## config.mk

```make
export PLATFORM = sky130hd
export DESIGN_NAME = adcsc_top
export DESIGN_NICKNAME = d
export VERILOG_FILES = /design/src/inc/adcsc_pkg.sv /design/src/hdl/adcsc_top.sv
export VERILOG_INCLUDE_DIRS = /design/src /design/src/inc
export SDC_FILE = /design/constraint.sdc
export NUM_CORES = 2
export LEC_CHECK = 0
export ABC_AREA = 1
export BUFFER_PORTS_ARGS = -buffer_cell sky130_fd_sc_hd__buf_2
export CAP_MARGIN = 15
export CORE_ASPECT_RATIO = 1.1
export CORE_MARGIN = 2
export CORE_UTILIZATION = 55
export DETAILED_ROUTE_END_ITERATION = 12
export PLACE_DENSITY = 0.8
export SYNTH_ARGS = -nofsm -noshare
export SYNTH_HDL_FRONTEND = slang
export SYNTH_SLANG_ARGS = --single-unit
```

## constraint.sdc

```tcl
create_clock -name mclk -period 20.6 [get_ports mclk]
set_clock_uncertainty 0.05 [all_clocks]
set_input_delay 4.12 -clock mclk [delete_from_list [all_inputs] [get_ports mclk]]
set_output_delay 4.12 -clock mclk [all_outputs]
set_load 0.02 [all_outputs]
```

## src/inc/adcsc_cfg.svh

```systemverilog
// Constants for the converter sequencer and calibration control block.
// Assumes one 20 MHz clock; included by its bare name.
//
// Functional notes
// - Eight instructions of 48 bits, each three separately accessible 16-bit sections.
// - Sixteen-bit bus decodes instructions at upper address lines 0000 to 0111.
// - Eight-bit bus decodes five address lines 00000 to 01111, byte each.
// - Instruction entries are read and written in any order.
// - Two-bit section pointer picks the section; 00 is channel and timing.
// - Section two holds limit one with sign and direction; three holds limit two.
// - A status bit shows whether the sequencer is running.
// - Diagnostic bit routes references and ground onto the sample-and-hold.
// - Result FIFO keeps 32 results without host help, readable any time.
// - Interrupt on FIFO full or on a programmed result count.
// - Offset-only calibration measures offset once for the coefficient.
// - Full calibration averages eight offset measurements into the register.
// - Each ladder capacitor compared eight times; average gives one of 13 coefficients.
// - A state machine steps calibration from a 16 by 8-bit pattern ROM.
// - Twelve-bit mode applies offset and 13 linearity terms; 8-bit only offset.
// - Modes are corrected 12-bit, offset-corrected 8-bit and 8-bit limit comparison.
// - Comparison checks two limits, above or below each as programmed.
// - Any channel single-ended to ground, or any two paired differentially.
// - Acquisition programmable from 1.5 us to 6.0 us.
// - An 8-bit conversion takes under half the 12-bit conversion time.
// - Bus width select high gives 8-bit transfers, upper lines released.
`ifndef ADCSC_CFG_SVH
`define ADCSC_CFG_SVH
`define ADCSC_CLK_MHZ 20
`define ADCSC_ACQ_MIN_NS 1500
`define ADCSC_ACQ_MAX_NS 6500
`define ADCSC_ACQ_MIN_CYC ((`ADCSC_ACQ_MIN_NS*`ADCSC_CLK_MHZ+999)/1000)
`define ADCSC_ACQ_MAX_CYC ((`ADCSC_ACQ_MAX_NS*`ADCSC_CLK_MHZ)/1000)
`define ADCSC_ACQ_STEP_CYC ((`ADCSC_ACQ_MAX_CYC-`ADCSC_ACQ_MIN_CYC)/15)
`define ADCSC_CONV12_CYC 44
`define ADCSC_CONV8_CYC 20
`define ADCSC_CAL_REPS 8
`define ADCSC_LIN_COEFS 13
`define ADCSC_FIFO_DEPTH 32
`define ADCSC_I_LOOP 0
`define ADCSC_I_PAUSE 1
`define ADCSC_I_POS_LSB 2
`define ADCSC_I_NEG_LSB 5
`define ADCSC_I_RES8 10
`define ADCSC_I_WDOG 11
`define ADCSC_I_ACQ_LSB 12
`define ADCSC_L_SIGN 8
`define ADCSC_L_DIR 9
`define ADCSC_ROM_OFFSET 8'h80
`define ADCSC_ROM_CAP 4'h4
`endif

```

## src/inc/adcsc_pkg.sv

```systemverilog
// Types for the converter sequencer and calibration control block.
// Assumes adcsc_cfg.svh for all numeric constants.
package adcsc_pkg;
  typedef enum logic [2:0] {
    ST_IDLE = 3'b000,
    ST_FETCH = 3'b001,
    ST_ACQ = 3'b010,
    ST_CONV = 3'b011,
    ST_STORE = 3'b100,
    ST_CAL_MEAS = 3'b101,
    ST_CAL_WAIT = 3'b110
  } adcsc_state_t;
endpackage

```

## src/hdl/adcsc_top.sv

```systemverilog
// Sequencer, instruction memory, calibration and result FIFO of the converter.
// Assumes the analog core and config register sit on mclk; bus pins do not.
`timescale 1ns/1ns
`default_nettype none
`include "adcsc_cfg.svh"

module adcsc_fifo #(
  parameter int W = 16,
  parameter int D = 32
) (
  input wire logic mclk, // Clock
  input wire logic rst_n, // Async reset
  input wire logic [W-1:0] in_data, // Write word
  input wire logic in_valid, // Write request
  output logic in_ready, // Room left
  output logic [W-1:0] out_data, // Oldest word
  output logic out_valid, // Not empty
  input wire logic out_ready, // Reader takes word
  output logic [$clog2(D+1)-1:0] count // Words held
);
  localparam int AW = $clog2(D);
  initial begin
    if (D < 2 || (1 << AW) != D) $error("Depth must be a power of two");
  end
  logic [W-1:0] mem_reg [D];
  logic [AW-1:0] wp_reg;
  logic [AW-1:0] rp_reg;
  logic [$clog2(D+1)-1:0] cnt_reg;
  logic push;
  logic pop;
  assign in_ready = (cnt_reg != D[$clog2(D+1)-1:0]);
  assign out_valid = (cnt_reg != '0);
  assign push = in_valid && in_ready;
  assign pop = out_valid && out_ready;
  assign out_data = mem_reg[rp_reg];
  assign count = cnt_reg;
  always_ff @(posedge mclk) begin
    if (push) begin
      mem_reg[wp_reg] <= in_data;
    end
  end
  // Oldest first: read pointer trails write pointer
  always_ff @(posedge mclk or negedge rst_n) begin
    if (!rst_n) begin
      wp_reg <= '0;
      rp_reg <= '0;
      cnt_reg <= '0;
    end else begin
      wp_reg <= wp_reg + AW'(push);
      rp_reg <= rp_reg + AW'(pop);
      cnt_reg <= cnt_reg + ($clog2(D+1))'(push) - ($clog2(D+1))'(pop);
    end
  end
endmodule // adcsc_fifo

module adcsc_top #(
  parameter int FIFO_DEPTH = `ADCSC_FIFO_DEPTH
) (
  input wire logic mclk, // 20 MHz clock
  input wire logic rst_n, // Async reset
  input wire logic cs_n, // Chip select pin
  input wire logic rd_n, // Read strobe pin
  input wire logic wr_n, // Write strobe pin
  input wire logic ale, // Address latch enable pin
  input wire logic [4:0] addr, // Address pins
  input wire logic bus_width_select, // High for 8-bit bus
  input wire logic [15:0] data_in, // Data pins in
  output logic [15:0] data_out, // Data pins out
  output logic [15:0] data_oe, // Data pin drive enables
  input wire logic cfg_start, // Start bit
  input wire logic cfg_soft_reset, // Soft reset pulse
  input wire logic [1:0] cfg_ram_pointer, // Section pointer
  input wire logic cfg_diag, // Diagnostic routing bit
  input wire logic cal_offset_req, // Offset calibration pulse
  input wire logic cal_full_req, // Full calibration pulse
  input wire logic [5:0] fifo_int_count, // Result count for interrupt
  input wire logic fifo_int_clear, // Clears fill interrupt
  output logic seq_running, // Sequencer status bit
  output logic pause_event, // Pause reached, clears start
  output logic [2:0] mux_pos, // Non-inverting channel
  output logic [2:0] mux_neg, // Inverting channel, 0 is ground
  output logic mux_diag, // References onto sample-and-hold
  output logic sh_acquire, // Sample-and-hold tracking
  output logic sar_start, // Conversion start pulse
  output logic sar_res8, // Short conversion
  output logic [7:0] cal_pattern, // Calibration step pattern
  input wire logic [12:0] adc_raw, // Raw core result
  output logic cal_busy, // Calibration in progress
  output logic wd_event, // Limit crossed pulse
  output logic [15:0] res_data, // Oldest result
  output logic res_valid, // Result present
  input wire logic res_ready, // Host takes result
  output logic [5:0] fifo_count, // Results held
  output logic fifo_int // Fill interrupt level
);
  localparam int CW = $clog2(FIFO_DEPTH+1);
  initial begin
    if (FIFO_DEPTH < 32) $error("FIFO must hold at least 32 results");
    if (CW > 6) $error("FIFO depth exceeds count port");
  end

  // Bus pin synchroniser; stage one feeds stage two only
  logic [25:0] pin_s1_reg;
  logic [25:0] pin_s2_reg;
  always_ff @(posedge mclk or negedge rst_n) begin
    if (!rst_n) begin
      pin_s1_reg <= 26'h3800000;
      pin_s2_reg <= 26'h3800000;
    end else begin
      pin_s1_reg <= {cs_n, rd_n, wr_n, ale, addr, bus_width_select, data_in};
      pin_s2_reg <= pin_s1_reg;
    end
  end
  logic cs_s;
  logic rd_s;
  logic wr_s;
  logic ale_s;
  logic [4:0] addr_s;
  logic bws_s;
  logic [15:0] din_s;
  assign cs_s = !pin_s2_reg[25];
  assign rd_s = !pin_s2_reg[24];
  assign wr_s = !pin_s2_reg[23];
  assign ale_s = pin_s2_reg[22];
  assign addr_s = pin_s2_reg[21:17];
  assign bws_s = pin_s2_reg[16];
  assign din_s = pin_s2_reg[15:0];

  // Address and select follow the pins while ALE is high, held after
  logic [4:0] addr_reg;
  logic csl_reg;
  logic wr_d_reg;
  always_ff @(posedge mclk or negedge rst_n) begin
    if (!rst_n) begin
      addr_reg <= '0;
      csl_reg <= 1'b0;
      wr_d_reg <= 1'b0;
    end else begin
      if (ale_s) begin
        addr_reg <= addr_s;
        csl_reg <= cs_s;
      end
      wr_d_reg <= wr_s;
    end
  end

  // Both widths share the index A3..A1; A0 is the byte on a narrow bus
  logic hit;
  logic [2:0] idx;
  logic wr_take;
  assign hit = csl_reg && cs_s && !addr_reg[4];
  assign idx = addr_reg[3:1];
  assign wr_take = hit && wr_d_reg && !wr_s;

  logic [47:0] imem_reg [8];
  always_ff @(posedge mclk or negedge rst_n) begin
    if (!rst_n) begin
      for (int i = 0; i < 8; i++) begin
        imem_reg[i] <= '0;
      end
    end else if (wr_take && cfg_ram_pointer != 2'h3) begin
      if (!bws_s) begin
        imem_reg[idx][cfg_ram_pointer*16 +: 16] <= din_s;
      end else begin
        imem_reg[idx][cfg_ram_pointer*16 + addr_reg[0]*8 +: 8] <=
          din_s[7:0];
      end
    end
  end

  // Read data from flops; upper lane released on a narrow bus
  always_ff @(posedge mclk or negedge rst_n) begin
    if (!rst_n) begin
      data_out <= '0;
      data_oe <= '0;
    end else if (hit && rd_s && cfg_ram_pointer != 2'h3) begin
      if (bws_s) begin
        data_out <= {8'h00,
          imem_reg[idx][cfg_ram_pointer*16 + addr_reg[0]*8 +: 8]};
        data_oe <= 16'h00FF;
      end else begin
        data_out <= imem_reg[idx][cfg_ram_pointer*16 +: 16];
        data_oe <= 16'hFFFF;
      end
    end else begin
      data_oe <= '0;
    end
  end

  // Sequencer and calibration engine
  adcsc_pkg::adcsc_state_t state_reg;
  logic [2:0] pc_reg;
  logic first_reg;
  logic halted_reg;
  logic [7:0] cnt_reg;
  logic [47:0] ins_reg;
  logic phase_reg;
  logic [12:0] raw_reg;
  logic push;
  logic push_ready;
  logic cal_full_reg;
  logic [3:0] rom_idx_reg;
  logic [2:0] rep_reg;
  logic signed [15:0] acc_reg;
  logic signed [7:0] off_coef_reg;
  logic signed [7:0] lin_coef_reg [`ADCSC_LIN_COEFS];

  function automatic logic [7:0] cal_rom(input logic [3:0] i);
    if (i == 4'h0) begin
      return `ADCSC_ROM_OFFSET;
    end else if (i <= 4'd13) begin
      return {`ADCSC_ROM_CAP, 4'(i - 4'h1)};
    end
    return 8'h00;
  endfunction

  logic [47:0] ins_now;
  logic [7:0] acq_cyc;
  logic short_conv;
  logic last_ins;
  assign ins_now = imem_reg[pc_reg];
  assign acq_cyc = 8'(`ADCSC_ACQ_MIN_CYC + `ADCSC_ACQ_STEP_CYC *
    ins_reg[`ADCSC_I_ACQ_LSB +: 4]);
  assign short_conv = ins_reg[`ADCSC_I_RES8] || ins_reg[`ADCSC_I_WDOG];
  assign last_ins = ins_reg[`ADCSC_I_LOOP] || pc_reg == 3'h7;

  // Background correction of the raw result
  logic signed [15:0] corr;
  logic signed [8:0] val8;
  logic signed [8:0] lim;
  logic wd_hit;
  always_comb begin
    val8 = 9'(signed'(raw_reg[12:4]) - off_coef_reg);
    corr = 16'(signed'(raw_reg)) - 16'(off_coef_reg);
    for (int b = 0; b < `ADCSC_LIN_COEFS; b++) begin
      if (raw_reg[b]) begin
        corr = corr - 16'(lin_coef_reg[b]);
      end
    end
    if (ins_reg[`ADCSC_I_RES8]) begin
      corr = 16'(val8);
    end
    lim = phase_reg ? {ins_reg[32+`ADCSC_L_SIGN], ins_reg[39:32]} :
      {ins_reg[16+`ADCSC_L_SIGN], ins_reg[23:16]};
    if (phase_reg ? ins_reg[32+`ADCSC_L_DIR] : ins_reg[16+`ADCSC_L_DIR]) begin
      wd_hit = val8 > lim;
    end else begin
      wd_hit = val8 < lim;
    end
  end

  assign push = state_reg == adcsc_pkg::ST_STORE &&
    !ins_reg[`ADCSC_I_WDOG];

  always_ff @(posedge mclk or negedge rst_n) begin
    if (!rst_n) begin
      state_reg <= adcsc_pkg::ST_IDLE;
      pc_reg <= '0;
      first_reg <= 1'b1;
      halted_reg <= 1'b0;
      cnt_reg <= '0;
      ins_reg <= '0;
      phase_reg <= 1'b0;
      raw_reg <= '0;
      pause_event <= 1'b0;
      sar_start <= 1'b0;
      wd_event <= 1'b0;
      cal_full_reg <= 1'b0;
      rom_idx_reg <= '0;
      rep_reg <= '0;
      acc_reg <= '0;
      off_coef_reg <= '0;
      for (int k = 0; k < `ADCSC_LIN_COEFS; k++) begin
        lin_coef_reg[k] <= '0;
      end
    end else begin
      pause_event <= 1'b0;
      sar_start <= 1'b0;
      wd_event <= 1'b0;
      if (!cfg_start) begin
        halted_reg <= 1'b0;
      end
      if (cfg_soft_reset) begin
        state_reg <= adcsc_pkg::ST_IDLE;
        pc_reg <= '0;
        first_reg <= 1'b1;
        halted_reg <= 1'b0;
      end else begin
        case (state_reg)
          adcsc_pkg::ST_IDLE: begin
            if (cal_offset_req || cal_full_req) begin
              cal_full_reg <= cal_full_req;
              rom_idx_reg <= '0;
              rep_reg <= '0;
              acc_reg <= '0;
              state_reg <= adcsc_pkg::ST_CAL_MEAS;
            end else if (cfg_start && !halted_reg) begin
              state_reg <= adcsc_pkg::ST_FETCH;
            end
          end
          adcsc_pkg::ST_FETCH: begin
            ins_reg <= ins_now;
            if (ins_now[`ADCSC_I_PAUSE] && !first_reg) begin
              halted_reg <= 1'b1;
              pause_event <= 1'b1;
              state_reg <= adcsc_pkg::ST_IDLE;
            end else begin
              first_reg <= 1'b0;
              phase_reg <= 1'b0;
              cnt_reg <= 8'(`ADCSC_ACQ_MIN_CYC + `ADCSC_ACQ_STEP_CYC *
                ins_now[`ADCSC_I_ACQ_LSB +: 4]);
              state_reg <= adcsc_pkg::ST_ACQ;
            end
          end
          adcsc_pkg::ST_ACQ: begin
            if (cnt_reg == 8'h01) begin
              sar_start <= 1'b1;
              cnt_reg <= short_conv ? 8'(`ADCSC_CONV8_CYC) :
                8'(`ADCSC_CONV12_CYC);
              state_reg <= adcsc_pkg::ST_CONV;
            end else begin
              cnt_reg <= cnt_reg - 8'h01;
            end
          end
          adcsc_pkg::ST_CONV: begin
            if (cnt_reg == 8'h01) begin
              raw_reg <= adc_raw;
              state_reg <= adcsc_pkg::ST_STORE;
            end else begin
              cnt_reg <= cnt_reg - 8'h01;
            end
          end
          adcsc_pkg::ST_STORE: begin
            if (ins_reg[`ADCSC_I_WDOG] && !phase_reg) begin
              wd_event <= wd_hit;
              phase_reg <= 1'b1;
              sar_start <= 1'b1;
              cnt_reg <= 8'(`ADCSC_CONV8_CYC);
              state_reg <= adcsc_pkg::ST_CONV;
            end else if (!push || push_ready) begin
              wd_event <= ins_reg[`ADCSC_I_WDOG] && wd_hit;
              pc_reg <= last_ins ? 3'h0 : pc_reg + 3'h1;
              state_reg <= cfg_start ? adcsc_pkg::ST_FETCH :
                adcsc_pkg::ST_IDLE;
            end
          end
          adcsc_pkg::ST_CAL_MEAS: begin
            sar_start <= 1'b1;
            cnt_reg <= 8'(`ADCSC_CONV12_CYC);
            state_reg <= adcsc_pkg::ST_CAL_WAIT;
          end
          adcsc_pkg::ST_CAL_WAIT: begin
            if (cnt_reg != 8'h01) begin
              cnt_reg <= cnt_reg - 8'h01;
            end else if (cal_full_reg &&
                rep_reg != 3'(`ADCSC_CAL_REPS - 1)) begin
              acc_reg <= acc_reg + 16'(signed'(adc_raw));
              rep_reg <= rep_reg + 3'h1;
              state_reg <= adcsc_pkg::ST_CAL_MEAS;
            end else begin
              rep_reg <= '0;
              acc_reg <= '0;
              if (rom_idx_reg == 4'h0) begin
                off_coef_reg <= cal_full_reg ?
                  8'((acc_reg + 16'(signed'(adc_raw))) >>> 3) :
                  8'(signed'(adc_raw));
              end else begin
                lin_coef_reg[rom_idx_reg - 4'h1] <=
                  8'((acc_reg + 16'(signed'(adc_raw))) >>> 3);
              end
              if (!cal_full_reg || cal_rom(rom_idx_reg + 4'h1) == 8'h00) begin
                state_reg <= adcsc_pkg::ST_IDLE;
              end else begin
                rom_idx_reg <= rom_idx_reg + 4'h1;
                state_reg <= adcsc_pkg::ST_CAL_MEAS;
              end
            end
          end
          default: begin
            state_reg <= adcsc_pkg::ST_IDLE;
          end
        endcase
      end
    end
  end

  // Analog routing held in flops so the core sees clean levels
  always_ff @(posedge mclk or negedge rst_n) begin
    if (!rst_n) begin
      mux_pos <= '0;
      mux_neg <= '0;
      mux_diag <= 1'b0;
      sar_res8 <= 1'b0;
      cal_pattern <= '0;
    end else begin
      mux_pos <= ins_reg[`ADCSC_I_POS_LSB +: 3];
      mux_neg <= ins_reg[`ADCSC_I_NEG_LSB +: 3];
      mux_diag <= cfg_diag;
      sar_res8 <= short_conv;
      cal_pattern <= cal_busy ? cal_rom(rom_idx_reg) : 8'h00;
    end
  end

  assign seq_running = state_reg != adcsc_pkg::ST_IDLE && !cal_busy;
  assign cal_busy = state_reg == adcsc_pkg::ST_CAL_MEAS ||
    state_reg == adcsc_pkg::ST_CAL_WAIT;
  assign sh_acquire = state_reg == adcsc_pkg::ST_ACQ;

  // Full FIFO stalls the store step; no result is dropped except by a soft reset
  logic [CW-1:0] fcount;
  adcsc_fifo #(.W(16), .D(FIFO_DEPTH)) u_fifo (
    .mclk(mclk),
    .rst_n(rst_n),
    .in_data(corr),
    .in_valid(push),
    .in_ready(push_ready),
    .out_data(res_data),
    .out_valid(res_valid),
    .out_ready(res_ready),
    .count(fcount)
  );
  assign fifo_count = 6'(fcount);

  // Set wins over clear so a fill in the clearing cycle is kept
  logic fill_hit;
  assign fill_hit = push && push_ready &&
    (fcount + CW'(1) == CW'(fifo_int_count) ||
     fcount + CW'(1) == CW'(FIFO_DEPTH));
  always_ff @(posedge mclk or negedge rst_n) begin
    if (!rst_n) begin
      fifo_int <= 1'b0;
    end else if (fill_hit) begin
      fifo_int <= 1'b1;
    end else if (fifo_int_clear) begin
      fifo_int <= 1'b0;
    end
  end

  // Helper counters watched by the checks below
  logic [7:0] acq_len_q;
  logic [7:0] conv_len_q;
  logic [7:0] cal_starts_q;
  always_ff @(posedge mclk or negedge rst_n) begin
    if (!rst_n) begin
      acq_len_q <= '0;
      conv_len_q <= '0;
      cal_starts_q <= '0;
    end else begin
      acq_len_q <= sh_acquire ? acq_len_q + 8'h01 : 8'h00;
      conv_len_q <= sar_start ? 8'h01 : conv_len_q + 8'h01;
      if (state_reg == adcsc_pkg::ST_IDLE) begin
        cal_starts_q <= '0;
      end else if (cal_busy && sar_start) begin
        cal_starts_q <= cal_starts_q + 8'h01;
      end
    end
  end

  property p_upper_release;
    @(posedge mclk) disable iff (!rst_n)
    bws_s && $stable(bws_s) |=> data_oe[15:8] == 8'h00;
  endproperty
  a_upper_release: assert property (p_upper_release)
    else $error("Upper data lanes driven on narrow bus");

  property p_run_status;
    @(posedge mclk) disable iff (!rst_n)
    state_reg == adcsc_pkg::ST_IDLE && cfg_start && !halted_reg &&
    !cal_offset_req && !cal_full_req && !cfg_soft_reset |=> seq_running;
  endproperty
  a_run_status: assert property (p_run_status)
    else $error("Running status not shown after start");

  property p_acq_window;
    @(posedge mclk) disable iff (!rst_n)
    $fell(sh_acquire) && state_reg == adcsc_pkg::ST_CONV |->
      acq_len_q == acq_cyc &&
      acq_len_q >= 8'(`ADCSC_ACQ_MIN_CYC) &&
      acq_len_q <= 8'(`ADCSC_ACQ_MAX_CYC);
  endproperty
  a_acq_window: assert property (p_acq_window)
    else $error("Acquisition time out of range");

  property p_short_conv;
    @(posedge mclk) disable iff (!rst_n)
    state_reg == adcsc_pkg::ST_STORE && $changed(state_reg) && sar_res8 |->
      2 * conv_len_q < 8'(`ADCSC_CONV12_CYC) + 8'h02;
  endproperty
  a_short_conv: assert property (p_short_conv)
    else $error("Short conversion not under half the long one");

  property p_fifo_full;
    @(posedge mclk) disable iff (!rst_n)
    push && !push_ready && !cfg_soft_reset |=> push;
  endproperty
  a_fifo_full: assert property (p_fifo_full)
    else $error("Result dropped while FIFO full");

  property p_fill_int;
    @(posedge mclk) disable iff (!rst_n)
    fill_hit |=> fifo_int;
  endproperty
  a_fill_int: assert property (p_fill_int)
    else $error("Fill interrupt not raised");

  property p_diag_route;
    @(posedge mclk) disable iff (!rst_n)
    cfg_diag ##1 cfg_diag |-> mux_diag;
  endproperty
  a_diag_route: assert property (p_diag_route)
    else $error("Diagnostic routing not applied");

  property p_cal_offset_once;
    @(posedge mclk) disable iff (!rst_n)
    $fell(cal_busy) && !cal_full_reg && !$past(cfg_soft_reset) |->
      cal_starts_q == 8'h01;
  endproperty
  a_cal_offset_once: assert property (p_cal_offset_once)
    else $error("Offset calibration not a single measurement");

  property p_cal_full_count;
    @(posedge mclk) disable iff (!rst_n)
    $fell(cal_busy) && cal_full_reg && !$past(cfg_soft_reset) |->
      cal_starts_q == 8'd112;
  endproperty
  a_cal_full_count: assert property (p_cal_full_count)
    else $error("Full calibration measurement count wrong");
endmodule // adcsc_top
`default_nettype wire

```

### Word level (Yosys, flattened, before mapping)

Memory sizes are Yosys's and may differ from the RTL's.
Cells that the tools add are included.

* add/sub/neg operators: 31
* $mul: 1
* magnitude comparators: 9
* eq/ne operators: 29
* shifts and indexed selects: 6
* multiplexer cells: 118
* bitwise operators: 7
* reductions and logical operators: 62

Operator list (count)
* bitwise mux 384 bit: 2
* two-way mux 384 bit: 1
* two-way mux 16 bit: 20
* binary-select mux 48 bit (select 3 bit): 2
* demux 48 bit (select 3 bit): 2
* two-way mux 48 bit: 4
* subtractor 16 x 8 -> 16 bit: 12
* two-way mux 8 bit: 18
* bitwise mux 104 bit: 1
* two-way mux 42 bit: 2
* two-way mux 3 bit: 18
* case mux 8 bit (6 select lines): 1
* variable shift 16 x 34 -> 48 bit, first input constant: 1
* variable shift 8 x 34 -> 48 bit, first input constant: 1
* variable part select 16 x 34 -> 48 bit: 1
* variable part select 48 x 7 -> 16 bit: 1
* variable part select 48 x 8 -> 8 bit: 1
* variable part select 8 x 34 -> 48 bit: 1
* negation 32 -> 34 bit: 1
* negation 6 -> 34 bit: 1
* two-way mux 1 bit: 33
* demux 8 bit (select 4 bit): 1
* case mux 16 bit (2 select lines): 1
* case mux 3 bit (7 select lines): 1
* 61 further kinds: 136

* flip-flop bits (word level): 719
* memory bits (writable): 512
* bits of input ports: 56
* word-level logic and storage cells: 317
* memories kept: 1

Memory list
* u_fifo.mem_reg: words 32, width 16, read ports 1, clocked after memory_dff 0, wr ports 1, line adcsc_top.sv:25 `logic [W-1:0] mem_reg [D];`

### Logic depth before layout (Yosys ltp)

* word-level depth: 28
* gate-level depth with buffers: 106
* depth with buffers taken out: 104

### Hierarchy

Synthesis repeated with hierarchy kept, for this count alone.

* cell total of the unflattened synthesis: 8336
* area, all modules: 69416.6 um^2

By module, submodules not included
* adcsc_top: times used 1, cells each 6483, area an instance 47530.6 um^2
* adcsc_fifo: times used 1, cells each 1853, area an instance 21886.0 um^2

### Least setup slack after synthesis

Ideal clock, no wire load.

* path kind: flip-flop to flip-flop
* start point: register raw_reg[0]
* end point: memory u_fifo.mem_reg[0][15], data pin
* setup time: 0.393 ns
* data arrival time: 14.855 ns
* required time: 20.157 ns
* slack: 5.302 ns
* stages on the path, launching flop included: 97
* path buffers: 2
* path through: dfrtp_1 > buf_6 > inv_1 > buf_2 > ha_1 > inv_1 > fa_1 > nand3_1 > nand2_2 > xor2_2 > ha_1 > a21oi_1 > nand2_1 > xnor2_1 > nand2_1 > nand2_1 > inv_1 > ha_1 > [61 not listed] > nand2_1 > nor2_1 > a211oi_1 > a21oi_1 > nand3b_1 > nand2_1 > inv_1 > ha_1 > nand2_1 > nor2_1 > a2111oi_0 > nand2_1 > a21oi_1 > o21ai_0 > xor2_1 > nand3_1 > nand3_1 > nand2_1

* longest elaborated chain between the ends: 28

Ends and longest elaborated chain
* start: declaration: line adcsc_top.sv:198 `logic [12:0] raw_reg;`
* start signal: assignment: line adcsc_top.sv:327 `raw_reg <= adc_raw;`
* subtractor 13 x 8 -> 14 bit: line adcsc_top.sv:234 `corr = 16'(signed'(raw_reg)) - 16'(off_coef_reg);`
* subtractor 14 x 8 -> 15 bit: line adcsc_top.sv:237 `corr = corr - 16'(lin_coef_reg[b]);`
* two-way mux 16 bit (*): line adcsc_top.sv:236 `if (raw_reg[b]) begin`
* subtractor 16 x 8 -> 16 bit: line adcsc_top.sv:237
* two-way mux 16 bit (*): line adcsc_top.sv:236
* subtractor 16 x 8 -> 16 bit: line adcsc_top.sv:237
* two-way mux 16 bit (*): line adcsc_top.sv:236
* subtractor 16 x 8 -> 16 bit: line adcsc_top.sv:237
* [13 not listed]
* subtractor 16 x 8 -> 16 bit: line adcsc_top.sv:237
* two-way mux 16 bit (*): line adcsc_top.sv:236
* subtractor 16 x 8 -> 16 bit: line adcsc_top.sv:237
* two-way mux 16 bit (*): line adcsc_top.sv:236
* subtractor 16 x 8 -> 16 bit: line adcsc_top.sv:237
* two-way mux 16 bit (*): line adcsc_top.sv:236
* two-way mux 16 bit (*): line adcsc_top.sv:240 `` if (ins_reg[`ADCSC_I_RES8]) begin ``
* net corr[15]: line adcsc_top.sv:228 `logic signed [15:0] corr;`
* end: declaration: line adcsc_top.sv:25

Mark *: on every way through the listed nets, which the timed path passes. The rest lies on a longest branch.

### Worst setup path after layout

* start point: register raw_reg[0]
* end point: memory u_fifo.mem_reg[30][15], data pin

The elaborated chain is that of the path after synthesis.

==> results list <==
- Number of nets at the end of the flow: 8414
- Std-Cell Rows: ~140
* Hold Path Cell Cnt: 0
- The synthesized design devotes to its leading area cell type between 20% and 30% of total area.
- The finished layout holds between 9000 and 10000 standard cells, fillers aside.
* Maximum number of pins on one net before global-route repair: 161
* CP startpoint: raw_reg[0]$_DFFE_PN0P_
- The first global-routing pass estimated between 300 and 400 mm of wire.
* Sequential share of the synthesized area: approximately 47%
- The endpoint identified for the worst register-to-register timing path is u_fifo.mem_reg[30][15]$_DFFE_PP_.
* Synthesized area per cell: 8.53 um^2
* Hold Path Sink: pin_s2_reg[22]$_DFF_PN0_
- Die Wd: between 300 and 400 um
* Area of the multi-input gates: between 30000 and 40000 um^2
- The share of total power dissipated in combinational logic is 31.5%.
- In this run the remaining antenna-violating nets after routing total 0.
- After detailed routing, the number of vias per cell comes to roughly 6.3.
- For this run, the leading register cell type out of synthesis is sky130_fd_sc_hd__dfrtp_1.
- Setup repair after global routing left no endpoint under its margin.
* Worst-path fanout max: 32
* Register cell area after layout: between 30000 and 40000 um^2
- Buffer levels on the longest clock path: 3
- After filler insertion, the fill cell instance count of the layout stands at just over 10000.
* DP HPWL: 152 mm
- CTS saw 1197 sinks.
* Vias in the first global route: 60100
* FF-to-FF path depth: 95
* Crit Path Class: flop to flop
- Headroom to the max-slew limit came out at between 10% and 20%.
- Floorplan Core Area: approximately 120000 um^2
- Once the clock tree was built, the setup fixing pass inserted 0 buffers.
* Fraction of layout instances using a drive strength above 1: roughly 9%
* Critical path required time: around 21000 ps
- The worst register-to-register path begins at raw_reg[0]$_DFFE_PN0P_.
- Number of max-capacitance violations reported: 0
- Final Hold Vio Count: 0
- The final route contains 62200 vias.
- Post-DR wirelength/cell: approximately 23 um
- Leakage: between 30 and 40 nW
- Synth async-reset ratio: between 50% and 60%
- The cell area that synthesis handed to floorplanning was ~69000 um^2.
- Effective utilization at floorplan: 55.6%
* Clock slew at the register clock pins of the worst setup and hold paths: ~60 ps
- The worst setup path is captured at a flop.
- Later-pin clock latency in the skew report: between 800 and 900 ps
- Summed over all nets, the switching power comes to between 2 and 3 mW.
- Power density of the placed cells: between 100 and 150 nW/um^2
- The commonest cells after synthesis are sky130_fd_sc_hd__nand2_1, sky130_fd_sc_hd__inv_1, sky130_fd_sc_hd__o21ai_0.
- TritonCTS clock tree: done
* Die Outline Area: roughly 130000 um^2
- From synthesis to final layout, the design area changed by 9.43%.
- Hold_sp: pin_s1_reg[22]$_DFF_PN0_
* Number of enable flip-flop cells after synthesis: between 500 and 600
* Slew at the pin closest to its max-slew limit: 1310 ps
- The die is around 370 um tall.
- The cell sitting at the root of the clock tree is a sky130_fd_sc_hd__clkbuf_16.
* Flip-flop and latch count after synthesis: 1197
- 134 I/O pins were placed.
* Synthesized instance count: ~8100
* Minimum clock period: about 18000 ps
* Inserted Clock Buffers: roughly 120
- For this run, the total global-route usage over all layers was measured as a little over a third.
- The number of hold buffers added after CTS was 0.
* Reg power frac: between 30 and 40%
- Yosys warning count: 0
- Initial antenna violation count: 23
- Overall routed net length: ~230 mm
- Critical path startpoint category: flop
* Library cell with the highest instance count after synthesis: sky130_fd_sc_hd__nand2_1
* DRC errors left: 0
- Setup violations remaining at the end of the flow were counted as 0.
* Worst Hold Class: flop to flop
- Minimum setup slack among reg-to-reg paths: between 2000 and 3000 ps
- Clk pwr share: a little under a third
* Port Buffers: around 130
- Summed over all failing endpoints, the final setup total negative slack is 0 ps.
- The final critical path takes up 86.0% of the cycle.
- Of all cell types, the one taking the most synthesized area is sky130_fd_sc_hd__dfrtp_1.
* Crit path arrival time: 18150 ps
- Peak ir drop on the vdd network: around 0.000089 V
- After the first detailed-routing iteration, the DRC count stood at ~8000.
- Number of instances resized during post-cts repair: 0
* Max-slew violation count: 0
- For this run the aggregate overflow at the end of global routing stands at 0.
* Max FFs per register: just over 500
* Most frequent cell on the critical path: sky130_fd_sc_hd__nand2_1
- On the worst path, the slowest cell contributes a delay of roughly 760 ps.
* Crit path max-delay cell type: sky130_fd_sc_hd__dfrtp_1
- Synth cell types: 75
- Length of the first detailed-routing pass in iterations: 7
- The internal power of the cells totals between 4 and 5 mW.
* Result of the run: finished clean
* Highest achievable clock rate: about 0.056 GHz
* CTS H-tree depth: 3
- Net switching fraction of the power: a little under two fifths
* Dominant cells by area after synthesis: sky130_fd_sc_hd__dfrtp_1, sky130_fd_sc_hd__edfxtp_1, sky130_fd_sc_hd__nand2_1
- Last weighted congestion value of the routability-driven placer: ~1.0
- After detailed placement, the design holds a cell count of 9582.
==> power groups by stage <==
stage               registers [mW]  clock network (mW)  logic [mW]
global route                  2.93                2.45        2.64
CTS                           2.91                2.36        2.37
global placement              2.95                   0        2.28
detailed placement            2.95                   0        2.35
finish                        2.91                2.35        2.42
floorplan                     2.87                   0        1.62
==> worst max-delay path by stage <==
stage,end,slack (ps),cells after the start
after CTS,u_fifo.mem_reg[30][15]$_DFFE_PP_,2980,94
final,u_fifo.mem_reg[30][15]$_DFFE_PP_,2880,95
after global placement,u_fifo.mem_reg[11][15]$_DFFE_PP_,3210,95
after floorplan,u_fifo.mem_reg[0][15]$_DFFE_PP_,5300,96
after detailed placement,u_fifo.mem_reg[11][15]$_DFFE_PP_,3000,94
after global routing,u_fifo.mem_reg[30][15]$_DFFE_PP_,1050,96
==> worst max-delay path, delay by kind of cell (launching register included) <==
family,cells,cell delay (ps)
flip-flops,1,760
XOR/XNOR,6,1030
adder cells (fa/ha/maj),15,4970
buffers and inverters,8,840
AND/OR/NAND/NOR,48,6220
AO/OA/AOI/OAI,18,3530
==> routing by layer <==
metal	share of wire, %	GRT usage, %
met1	37	44.2
met2	44	54.3
met3	12	8.95
met4	7.2	22.1
met5	0.045	0
==> cell families (layout without fill, tap and decap cells) <==
kind of cell             count (synthesis)  after routing  synth area share, %
AND/OR/NAND/NOR                       2822           2822                 17.8
multiplexers                            13             13                0.213
adder cells (fa/ha/maj)                297            297                 5.61
other                                    1             14              0.00546
flip-flops                            1197           1197                 47.4
XOR/XNOR                               129            129                 1.67
AO/OA/AOI/OAI                         2287           2287                 20.0
buffers and inverters                 1308           1416                 7.36
==> cell usage in the layout, fill, tap and decap left out, drive strengths merged, types with 22 or more instances in the layout <==
master | Yosys | routed
nand2 | 1336 | 1336
inv | 935 | 938
o21ai | 921 | 921
nor2 | 771 | 771
dfrtp | 678 | 678
a21oi | 540 | 540
edfxtp | 512 | 512
nand3 | 485 | 485
ha | 279 | 279
o22ai | 275 | 275
buf | 77 | 247
a221oi | 153 | 153
clkbuf | 284 | 134
a22oi | 120 | 120
xor2 | 84 | 84
clkinv | 12 | 66
and2 | 57 | 57
o221ai | 53 | 53
nor3 | 49 | 49
nand4 | 46 | 46
xnor2 | 45 | 45
o211ai | 42 | 42
or2 | 42 | 42
o31ai | 29 | 29
nand3b | 26 | 26
a31oi | 22 | 22
==> area by class of cell <==
class                   count  area share (%)
inverters                 947            4.74
flip-flops and latches   1197            43.3
diodes                     12          0.0400
clock buffers             133            4.08
clock inverters            88            1.57
multi-input cells        5550            41.5
repair buffers            248            2.08
well taps                1644            2.74
==> through the flow <==
stage,utilization [%],setup slack (ps),hold slack (ps),power [mW],instance area [um^2]
after floorplan,-,5300,281,4.50,68700
after detailed placement,57.4,3000,285,5.30,70800
after global placement,57.4,3210,282,5.22,70800
after global routing,60.8,1050,302,8.02,75100
after CTS,60.8,2980,291,7.63,75100
final,60.9,2880,280,7.69,75200
Power figures use the tool's default switching activity.
